--- config.mk ---
export PLATFORM = sky130hd
export DESIGN_NAME = interrupt_enable_flags
export DESIGN_NICKNAME = d
export VERILOG_FILES = /design/src/common/irq_pkg.sv /design/src/hdl/interrupt_enable_flags.sv
export VERILOG_INCLUDE_DIRS = /design/src /design/src/common
export SDC_FILE = /design/constraint.sdc
export NUM_CORES = 1
export LEC_CHECK = 0
export ABC_AREA = 1
export ABC_CLOCK_PERIOD_IN_PS = 3070
export BUFFER_PORTS_ARGS = -buffer_cell sky130_fd_sc_hd__buf_2
export CORE_MARGIN = 5
export CORE_UTILIZATION = 25
export CTS_CLUSTER_SIZE = 40
export DETAILED_ROUTE_END_ITERATION = 7
export PLACE_DENSITY_LB_ADDON = 0.15
export RECOVER_POWER = 25
export SYNTH_ARGS = -nofsm -noshare
export SYNTH_HDL_FRONTEND = slang
export SYNTH_SLANG_ARGS = --single-unit
export TNS_END_PERCENT = 100
--- constraint.sdc ---
create_clock -name CLK -period 3.07 [get_ports CLK]
set_input_delay 0.614 -clock CLK [delete_from_list [all_inputs] [get_ports CLK]]
set_output_delay 0.614 -clock CLK [all_outputs]
set_load 0.05 [all_outputs]
--- src/common/irq_regs.svh ---
`ifndef IRQ_REGS_SVH
`define IRQ_REGS_SVH

// Register offsets
`define OFS_INT_ENABLE_ONE  3'h0
`define OFS_INT_ENABLE_TWO  3'h1
`define OFS_INT_REQUEST_ONE 3'h2
`define OFS_EDGE_SELECT     3'h3
`define OFS_PIN_FUNCTION    3'h4

// First enable register fields
`define BIT_CLOCK_CALENDAR_EN 7
`define BIT_WAKE_GROUP_EN     5
`define BIT_EXT_PIN4_EN       4
`define BIT_EXT_PIN3_EN       3
`define BIT_COUNTER_PIN_EN    2
`define BIT_EXT_PIN1_EN       1
`define BIT_EXT_PIN0_EN       0

// Second enable register fields
`define BIT_DIRECT_TRANS_EN   7
`define BIT_CONVERTER_EN      6
`define BIT_TIMER_HIGH_EN     3
`define BIT_TIMER_LOW_EN      2
`define BIT_EVENT_COUNTER_EN  0

// Request register and per-pin fields
`define BIT_EXT_PIN4          4
`define BIT_EXT_PIN3          3
`define BIT_COUNTER_PIN       2
`define BIT_EXT_PIN1          1
`define BIT_EXT_PIN0          0
`define PIN_COUNT             5

// Reset values
`define RST_INT_ENABLE_ONE    8'h00
`define RST_INT_ENABLE_TWO    8'h00
`define RST_INT_REQUEST_ONE   8'h00
`define RST_EDGE_SELECT       8'h00
`define RST_PIN_FUNCTION      8'h00

// Bits that read as one, and writable bits
`define ONES_INT_ENABLE_ONE   8'h40
`define ONES_INT_ENABLE_TWO   8'h12
`define ONES_INT_REQUEST_ONE  8'he0
`define WMASK_INT_ENABLE_ONE  8'hbf
`define WMASK_INT_ENABLE_TWO  8'hed
`define WMASK_PIN_BITS        8'h1f

`endif

--- src/common/irq_pkg.sv ---
package irq_pkg;

    typedef logic [2:0] addr_t;
    typedef logic [7:0] reg8_t;
    typedef logic [4:0] pins_t;

endpackage : irq_pkg

--- src/hdl/interrupt_enable_flags.sv ---
// The address-and-strobe port and the register offsets were chosen for this implementation.
`timescale 1ns/10ps
`include "irq_regs.svh"

module interrupt_enable_flags
(
    // Clock and reset
    input  wire logic          CLK,
    input  wire logic          RSTN,
    // Register port
    input  wire irq_pkg::addr_t ADDR,
    input  wire irq_pkg::reg8_t WR_DATA,
    input  wire logic          WR_EN,
    input  wire logic          RD_EN,
    output irq_pkg::reg8_t     RD_DATA,
    // External interrupt pins
    input  wire logic          EXT_INT_PIN_ZERO,
    input  wire logic          EXT_INT_PIN_ONE,
    input  wire logic          EXT_INT_PIN_THREE,
    input  wire logic          EXT_INT_PIN_FOUR,
    input  wire logic          EVENT_COUNTER_INT_PIN,
    // Flags raised by other blocks
    input  wire logic          CLOCK_CALENDAR_REQ,
    input  wire irq_pkg::reg8_t WAKE_PIN_FLAGS,
    input  wire logic          DIRECT_TRANSITION_REQ,
    input  wire logic          CONVERTER_REQ,
    input  wire logic          TIMER_HIGH_REQ,
    input  wire logic          TIMER_LOW_REQ,
    input  wire logic          EVENT_COUNTER_REQ,
    // Gated requests to the processor
    output logic               CLOCK_CALENDAR_IRQ,
    output irq_pkg::reg8_t     WAKE_PIN_IRQ,
    output logic               EXT_PIN0_IRQ,
    output logic               EXT_PIN1_IRQ,
    output logic               EXT_PIN3_IRQ,
    output logic               EXT_PIN4_IRQ,
    output logic               COUNTER_PIN_IRQ,
    output logic               DIRECT_TRANSITION_IRQ,
    output logic               CONVERTER_IRQ,
    output logic               TIMER_HIGH_IRQ,
    output logic               TIMER_LOW_IRQ,
    output logic               EVENT_COUNTER_IRQ
);
    import irq_pkg::*;

    reg8_t en_one_q;
    reg8_t en_one_d;
    reg8_t en_two_q;
    reg8_t en_two_d;
    pins_t flag_q;
    pins_t flag_d;
    pins_t edge_sel_q;
    pins_t pin_func_q;
    pins_t pin_meta_q;
    pins_t pin_sync_q;
    pins_t pin_last_q;
    pins_t pin_in;
    pins_t edge_hit;
    pins_t flag_clear;
    reg8_t rd_mux;
    reg8_t rd_q;
    logic  irq_rtc_q;
    reg8_t irq_wake_q;
    pins_t irq_pin_q;
    logic  irq_dt_q;
    logic  irq_ad_q;
    logic  irq_th_q;
    logic  irq_tl_q;
    logic  irq_ec_q;

    wire sel_en_one = (ADDR == `OFS_INT_ENABLE_ONE);
    wire sel_en_two = (ADDR == `OFS_INT_ENABLE_TWO);
    wire sel_req    = (ADDR == `OFS_INT_REQUEST_ONE);
    wire sel_edge   = (ADDR == `OFS_EDGE_SELECT);
    wire sel_func   = (ADDR == `OFS_PIN_FUNCTION);
    wire wr_en_one  = WR_EN && sel_en_one;
    wire wr_en_two  = WR_EN && sel_en_two;
    wire wr_req     = WR_EN && sel_req;
    wire wr_edge    = WR_EN && sel_edge;
    wire wr_func    = WR_EN && sel_func;

    assign pin_in[`BIT_EXT_PIN0]    = EXT_INT_PIN_ZERO;
    assign pin_in[`BIT_EXT_PIN1]    = EXT_INT_PIN_ONE;
    assign pin_in[`BIT_COUNTER_PIN] = EVENT_COUNTER_INT_PIN;
    assign pin_in[`BIT_EXT_PIN3]    = EXT_INT_PIN_THREE;
    assign pin_in[`BIT_EXT_PIN4]    = EXT_INT_PIN_FOUR;

    // Reserved-one bits are not stored, so writes cannot clear them
    // bit 5 stored
    assign en_one_d = wr_en_one ? (WR_DATA & `WMASK_INT_ENABLE_ONE)
                                : en_one_q;
    assign en_two_d = wr_en_two ? (WR_DATA & `WMASK_INT_ENABLE_TWO)
                                : en_two_q;

    always_ff @(posedge CLK)
    begin
        if (!RSTN)
            en_one_q <= `RST_INT_ENABLE_ONE;
        else
            en_one_q <= en_one_d;
    end

    always_ff @(posedge CLK)
    begin
        if (!RSTN)
            en_two_q <= `RST_INT_ENABLE_TWO;
        else
            en_two_q <= en_two_d;
    end

    always_ff @(posedge CLK)
    begin
        if (!RSTN)
            edge_sel_q <= pins_t'(`RST_EDGE_SELECT);
        else if (wr_edge)
            edge_sel_q <= pins_t'(WR_DATA & `WMASK_PIN_BITS);
    end

    // Pins left as ports raise nothing until software opts in
    always_ff @(posedge CLK)
    begin
        if (!RSTN)
            pin_func_q <= pins_t'(`RST_PIN_FUNCTION);
        else if (wr_func)
            pin_func_q <= pins_t'(WR_DATA & `WMASK_PIN_BITS);
    end

    // Pins are asynchronous; edge logic reads the second and third stages, never the first
    always_ff @(posedge CLK)
    begin
        if (!RSTN)
        begin
            // Idle-high history, so no false rising edge after reset
            pin_meta_q <= '1;
            pin_sync_q <= '1;
            pin_last_q <= '1;
        end
        else
        begin
            pin_meta_q <= pin_in;
            pin_sync_q <= pin_meta_q;
            pin_last_q <= pin_sync_q;
        end
    end

    assign flag_clear = wr_req ? ~WR_DATA[`PIN_COUNT-1:0] : '0;

    genvar gi;
    generate
        for (gi = 0; gi < `PIN_COUNT; gi++)
        begin : g_pin
            wire rise = pin_sync_q[gi] && !pin_last_q[gi];
            wire fall = !pin_sync_q[gi] && pin_last_q[gi];
            assign edge_hit[gi] = pin_func_q[gi] &&
                                  (edge_sel_q[gi] ? rise : fall);
            assign flag_d[gi] = edge_hit[gi] ||
                                (flag_q[gi] && !flag_clear[gi]);
        end
    endgenerate

    always_ff @(posedge CLK)
    begin
        if (!RSTN)
            flag_q <= pins_t'(`RST_INT_REQUEST_ONE);
        else
            flag_q <= flag_d;
    end

    assign rd_mux =
        sel_en_one ? (en_one_q | `ONES_INT_ENABLE_ONE) :
        sel_en_two ? (en_two_q | `ONES_INT_ENABLE_TWO) :
        sel_req    ? ({3'h0, flag_q} | `ONES_INT_REQUEST_ONE) :
        sel_edge   ? {3'h0, edge_sel_q} :
        sel_func   ? {3'h0, pin_func_q} :
                     8'h00;

    always_ff @(posedge CLK)
    begin
        if (!RSTN)
            rd_q <= 8'h00;
        else
            rd_q <= RD_EN ? rd_mux : 8'h00;
    end

    // Enable fields, named once so the gates read plainly
    wire        en_rtc  = en_one_q[`BIT_CLOCK_CALENDAR_EN];
    wire        en_wake = en_one_q[`BIT_WAKE_GROUP_EN];
    wire pins_t en_pins = en_one_q[`PIN_COUNT-1:0];
    wire        en_dt   = en_two_q[`BIT_DIRECT_TRANS_EN];
    wire        en_ad   = en_two_q[`BIT_CONVERTER_EN];
    wire        en_th   = en_two_q[`BIT_TIMER_HIGH_EN];
    wire        en_tl   = en_two_q[`BIT_TIMER_LOW_EN];
    wire        en_ec   = en_two_q[`BIT_EVENT_COUNTER_EN];

    wire        gate_rtc  = CLOCK_CALENDAR_REQ && en_rtc;

    wire reg8_t gate_wake = WAKE_PIN_FLAGS & {8{en_wake}};

    wire pins_t gate_pin  = flag_q & en_pins;

    wire        gate_dt   = DIRECT_TRANSITION_REQ && en_dt;

    wire        gate_ad   = CONVERTER_REQ && en_ad;

    wire        gate_th   = TIMER_HIGH_REQ && en_th;

    wire        gate_tl   = TIMER_LOW_REQ && en_tl;

    wire        gate_ec   = EVENT_COUNTER_REQ && en_ec;

    // Gating adds one cycle so every output leaves a flip-flop
    always_ff @(posedge CLK)
    begin
        if (!RSTN)
            irq_rtc_q <= 1'b0;
        else
            irq_rtc_q <= gate_rtc;
    end

    always_ff @(posedge CLK)
    begin
        if (!RSTN)
            irq_wake_q <= 8'h00;
        else
            irq_wake_q <= gate_wake;
    end

    // Levels follow the sticky flags, not the pin pulses
    always_ff @(posedge CLK)
    begin
        if (!RSTN)
            irq_pin_q <= '0;
        else
            irq_pin_q <= gate_pin;
    end

    always_ff @(posedge CLK)
    begin
        if (!RSTN)
            irq_dt_q <= 1'b0;
        else
            irq_dt_q <= gate_dt;
    end

    always_ff @(posedge CLK)
    begin
        if (!RSTN)
            irq_ad_q <= 1'b0;
        else
            irq_ad_q <= gate_ad;
    end

    always_ff @(posedge CLK)
    begin
        if (!RSTN)
            irq_th_q <= 1'b0;
        else
            irq_th_q <= gate_th;
    end

    always_ff @(posedge CLK)
    begin
        if (!RSTN)
            irq_tl_q <= 1'b0;
        else
            irq_tl_q <= gate_tl;
    end

    always_ff @(posedge CLK)
    begin
        if (!RSTN)
            irq_ec_q <= 1'b0;
        else
            irq_ec_q <= gate_ec;
    end

    assign RD_DATA               = rd_q;
    assign CLOCK_CALENDAR_IRQ    = irq_rtc_q;
    assign WAKE_PIN_IRQ          = irq_wake_q;
    assign EXT_PIN0_IRQ          = irq_pin_q[`BIT_EXT_PIN0];
    assign EXT_PIN1_IRQ          = irq_pin_q[`BIT_EXT_PIN1];
    assign COUNTER_PIN_IRQ       = irq_pin_q[`BIT_COUNTER_PIN];
    assign EXT_PIN3_IRQ          = irq_pin_q[`BIT_EXT_PIN3];
    assign EXT_PIN4_IRQ          = irq_pin_q[`BIT_EXT_PIN4];
    assign DIRECT_TRANSITION_IRQ = irq_dt_q;
    assign CONVERTER_IRQ         = irq_ad_q;
    assign TIMER_HIGH_IRQ        = irq_th_q;
    assign TIMER_LOW_IRQ         = irq_tl_q;
    assign EVENT_COUNTER_IRQ     = irq_ec_q;

endmodule : interrupt_enable_flags

; Word level (Yosys, flattened, before mapping)
; Index checks and enable logic that the tools add are counted.
[word_totals]
ff_bits = 70
latch_bits = 0
mem_bits_rw = 0
mem_bits_ro = 0
input_bits = 34
output_inout_bits = 27
word_cells = 88
mem_count = 0
[classes]
addsub = 0
multipliers = 0
n_div = 0
order_cmp = 0
n_eq_ne = 4
shift = 0
n_mux = 11
bitwise_logic = 3
reduce_logical = 53
[ops]
columns = cell, count
row1 = 1-bit logical AND, 31
row2 = 8-bit 2-to-1 mux, 3
row3 = 1-bit logical NOT, 15
row4 = 5-bit 2-to-1 mux, 3
row5 = 8-bit bitwise AND, 1
row6 = 3-bit by 2-bit == test with 1-bit output (second input constant), 2
row7 = 5-bit bitwise AND, 1
row8 = 1-bit logical OR, 5
row9 = 1-bit 2-to-1 mux, 5
row10 = 5-bit inverter, 1
row11 = 3-bit by 1-bit == test with 1-bit output (second input constant), 1
row12 = 3-bit == test (second input constant), 1
row13 = 3-bit logical NOT, 1
row14 = 2-bit AND reduction, 1

; Depth between registers and ports, before layout
[logic_depth]
ltp_word = 6
depth_mapped = 7
ltp_nobuf = 6

; Worst setup path after synthesis
; Ideal clock, no wire load.
[synth_timing]
path_type = in2reg
start = input port ADDR[0]
end = register rd_q[0], in the netlist RD_DATA[0]
setup_time_ps = 117
t_arrival_ps = 1341
required_ps = 2953
slack_ps = 1612
cell_stages = 6
n_path_buf = 2
cell_sequence = buf_6 -> nor2_4 -> nand2_2 -> buf_2 -> o21ai_0 -> nor2_1
[synth_via]
elab_chain_len = 6
word_cells_on_any_way = 10
classes_between = 4 x eq/ne / 5 x mux / 1 x reduce/logical
[synth_rtl]
columns = element, line
row1 = start: declaration, interrupt_enable_flags.sv:11  ; input wire irq_pkg::addr_t ADDR,
row2 = 3-bit == test (no line), --
row3 = 5-bit 2-to-1 mux, interrupt_enable_flags.sv:174  ; sel_func ? {3'h0, pin_func_q} :
row4 = 5-bit 2-to-1 mux, interrupt_enable_flags.sv:173  ; sel_edge ? {3'h0, edge_sel_q} :
row5 = 8-bit 2-to-1 mux, interrupt_enable_flags.sv:172  ; sel_req ? ({3'h0, flag_q} | `ONES_INT_REQUEST_ONE) :
row6 = 8-bit 2-to-1 mux, interrupt_enable_flags.sv:171  ; sel_en_two ? (en_two_q | `ONES_INT_ENABLE_TWO) :
row7 = 8-bit 2-to-1 mux *, interrupt_enable_flags.sv:170  ; sel_en_one ? (en_one_q | `ONES_INT_ENABLE_ONE) :
row8 = end signal: assignment, interrupt_enable_flags.sv:182  ; rd_q <= RD_EN ? rd_mux : 8'h00;
row9 = end: declaration, interrupt_enable_flags.sv:61  ; reg8_t rd_q;
; Mark *: on every way between the ends. The rest lies on a longest branch, timed or not.
; A chain may end at the register's enable or synchronous reset.

; Worst setup path in the final report
[layout_timing]
start = input port RSTN
end = register pin_func_q[3]
[layout_lines]
columns = element, line
row1 = start: declaration, interrupt_enable_flags.sv:9  ; input wire logic RSTN,
row2 = end signal: assignment, interrupt_enable_flags.sv:123  ; pin_func_q <= pins_t'(`RST_PIN_FUNCTION);
row3 = end signal: assignment, interrupt_enable_flags.sv:125  ; pin_func_q <= pins_t'(WR_DATA & `WMASK_PIN_BITS);
row4 = end: declaration, interrupt_enable_flags.sv:53  ; pins_t pin_func_q;
; No word-level cell between the ends.

==> results.yml <==
clock_network:
  cts_made_buffers: 9
  ctsResizeCount: 0
  clock_latency_ns: 0.35
  cts_tree: "yes"
  cts.sinks: 70
  hold_buffers: 0
  clockRootBuffer: "clkbuf_8"
  clk_pin_slew_ns: 0.07
  clock_path_buffers: 2
  post-cts-setup-buffer-count: 0
  htree_levels: 3
logic_synthesis:
  netlist_area_um2: 2620
  synth_top_cells_by_count: "dfxtp_1, nand2_1, nor2_1"
  netlist.area_leader.share: 0.534
  async_flop_share: 0
  yosys_warnings: 0
  synthTopCellsByArea: "dfxtp_1, nand2_1, nor2_1, inv_1, a21oi_1"
  avgSynthCellArea_um2: 7.90
  synth-seq-cells: 70
  yosysMostFrequentCell: "dfxtp_1"
  synthFlopType: "dfxtp_1"
  yosysUniqueCellTypes: 26
  syn_nets: 366
  ys_seq_area_frac: 0.534
  synth_top_cell_by_area: "dfxtp_1"
  synth_edf_count: 0
  synth_cells: 332
grt:
  grt-ovfl-total: 0
  antenna_found_initial: 0
  grt_use_total: 0.114
  grt_max_degree: 30
  grt_pass1_vias: 2220
  grt_pass1_wl_mm: 11.4
placed_design:
  numPortBuffers: 60
  dp.cells: 518
  hpwl_mm: 5.12
  place.gp.congestion: 0.791
worst_hold_path:
  holdCritPathClass: "reg -> reg"
  holdCritStartpoint: "pin_meta_q[4]"
  min_path_cells: 1
  hold_end: "pin_sync_q[4]"
status:
  status: "complete, no violations"
floorplanning:
  start_util: 0.255
  fp.dieArea_um2: 12600
  io_pins: 61
  core-area_um2: 10300
  die_h_um: 112
  die_w_um: 112
  row_count: 37
setup_path:
  critPathSlowestCell: "clkbuf_1"
  r2r_setup_slack_ns: 2.21
  crit_path_max_fanout: 29
  crit_required_ns: 3.34
  cpLargestDelayFamily: "buffers and inverters"
  cp.arrival_ns: 1.96
  critPathBufInv: 3
  crit_type: "in -> reg"
  critPathLaunch: "RSTN"
  crit_path_cell_trace: "clkbuf_1 > inv_1 > buf_4 > a21oi_1"
  rr_startpoint: "pin_sync_q[0]"
  crit_path_start_kind: "primary input"
  r2r_cells: 4
  endpoint_kind: "flip-flop"
  slowest_delay_ns: 0.54
  r2r_end: "flag_q[0]"
route:
  drt-total-wl_mm: 6.85
  vias: 2197
  drc: 0
  wl_per_cell_um: 12.8
  drtIter0Drc: 77
  firstDrtPassIters: 5
  vias_per_cell: 4.11
  postRouteAntennaNets: 0
timing:
  period_minus_slack_ns: 1.69
  finalSetupViolations: 0
  setup_tns_ns: 0
  rsz0062_at_grt: "no"
  final-max-slew-violation-count: 0
  min_period_over_period: 0.549
  hold_violations: 0
  relSlewSlack: 0.507
  fmax_mhz: 593
  worstMarginPinSlew_ns: 0.740
  finClkSkew_ns: 0.00949
pwr:
  power_density_nw_per_um2: 596
  cellLeakagePower_uw: 0.00147
  ir_drop_mv: 0.159
final_layout:
  drive_above_1_share: 0.256
  syn_to_final_growth_pct: 24.0
  nets: 427
  antenna_cells: 0
  layoutNonFillerInstCount: 534
run:
  max-cap-violations: 0
## power breakdown
| part | internal (µW) | switching, µW | total, µW |
|---|---|---|---|
| logic | 41.0 | 89.3 | 130 |
| registers | 928 | 10.0 | 938 |
| clock network | 524 | 346 | 870 |
## kinds of logic after synthesis
kind of cell    count (synthesis)  share of synthesized area
compound gates                 48                     0.0959
buf+inv                        51                     0.0816
flops                          70                      0.534
simple gates                  163                      0.288
## registers in the layout, summed over array words and instances (netlist names), 6 cells and up
register / count
en_one_q: 7
WAKE_PIN_IRQ: 8
RD_DATA: 8
en_two_q: 6
## metrics by stage
| step | hold slack, ns | util | total power [µW] | area (µm²) | setup WS (ns) |
|---|---|---|---|---|---|
| after floorplan | 0.393 | - | 1050 | 2620 | 1.61 |
| after global placement | 0.395 | 0.296 | 1090 | 3040 | 1.34 |
| after detailed placement | 0.401 | 0.296 | 1100 | 3040 | 1.34 |
| after CTS | 0.419 | 0.318 | 1960 | 3270 | 1.49 |
| after global routing | 0.432 | 0.317 | 2020 | 3250 | 1.12 |
| final | 0.415 | 0.317 | 1940 | 3250 | 1.38 |
## how the worst max path moves through the flow
stage / to / slack, ns / cells after the start
after floorplan: RD_DATA[0] / 1.61 / 6
final: pin_func_q[3] / 1.38 / 4
after global routing: flag_q[3] / 1.12 / 4
after global placement: RD_DATA[3] / 1.34 / 6
after CTS: RD_DATA[4] / 1.49 / 1
after detailed placement: irq_pin_q[1] / 1.34 / 4
## cells in the final DEF (no fill, tap or decap), types with 2 or more instances in the layout
master / n
o21ai_1: 4
bufinv_16: 2
nand3_2: 2
buf_2: 58
inv_1: 33
inv_2: 5
dfxtp_1: 70
or2_2: 10
nand4_1: 11
nand2_2: 2
o21ai_2: 3
nand2_1: 67
o21ai_0: 21
clkbuf_8: 12
a21oi_1: 20
nor2_4: 2
nor2_1: 51
nand3_1: 15
clkbuf_1: 3
## layer usage
| metal | wire [µm] | part of all wire | up-vias | track usage |
|---|---|---|---|---|
| met3 | 272 | 0.040 | 11 | 0.0237 |
| met2 | 3330 | 0.49 | 35 | 0.191 |
| li1 | - | - | 1167 | - |
| met5 | 0 | 0 | - | 0 |
| met1 | 3100 | 0.45 | 984 | 0.139 |
| met4 | 149 | 0.022 | 0 | 0.0553 |
## area by class of cell
cell class                 count  area [µm²]
multi-input combinational    211         990
sequential                    70        1400
clock buffer                  13         169
inverter                      40         153
timing repair buffer          61         305
fill                        1115        7020
clock inverter                 3        65.1
tap                          136         170
Note: power is estimated with default switching activity, not from simulation.
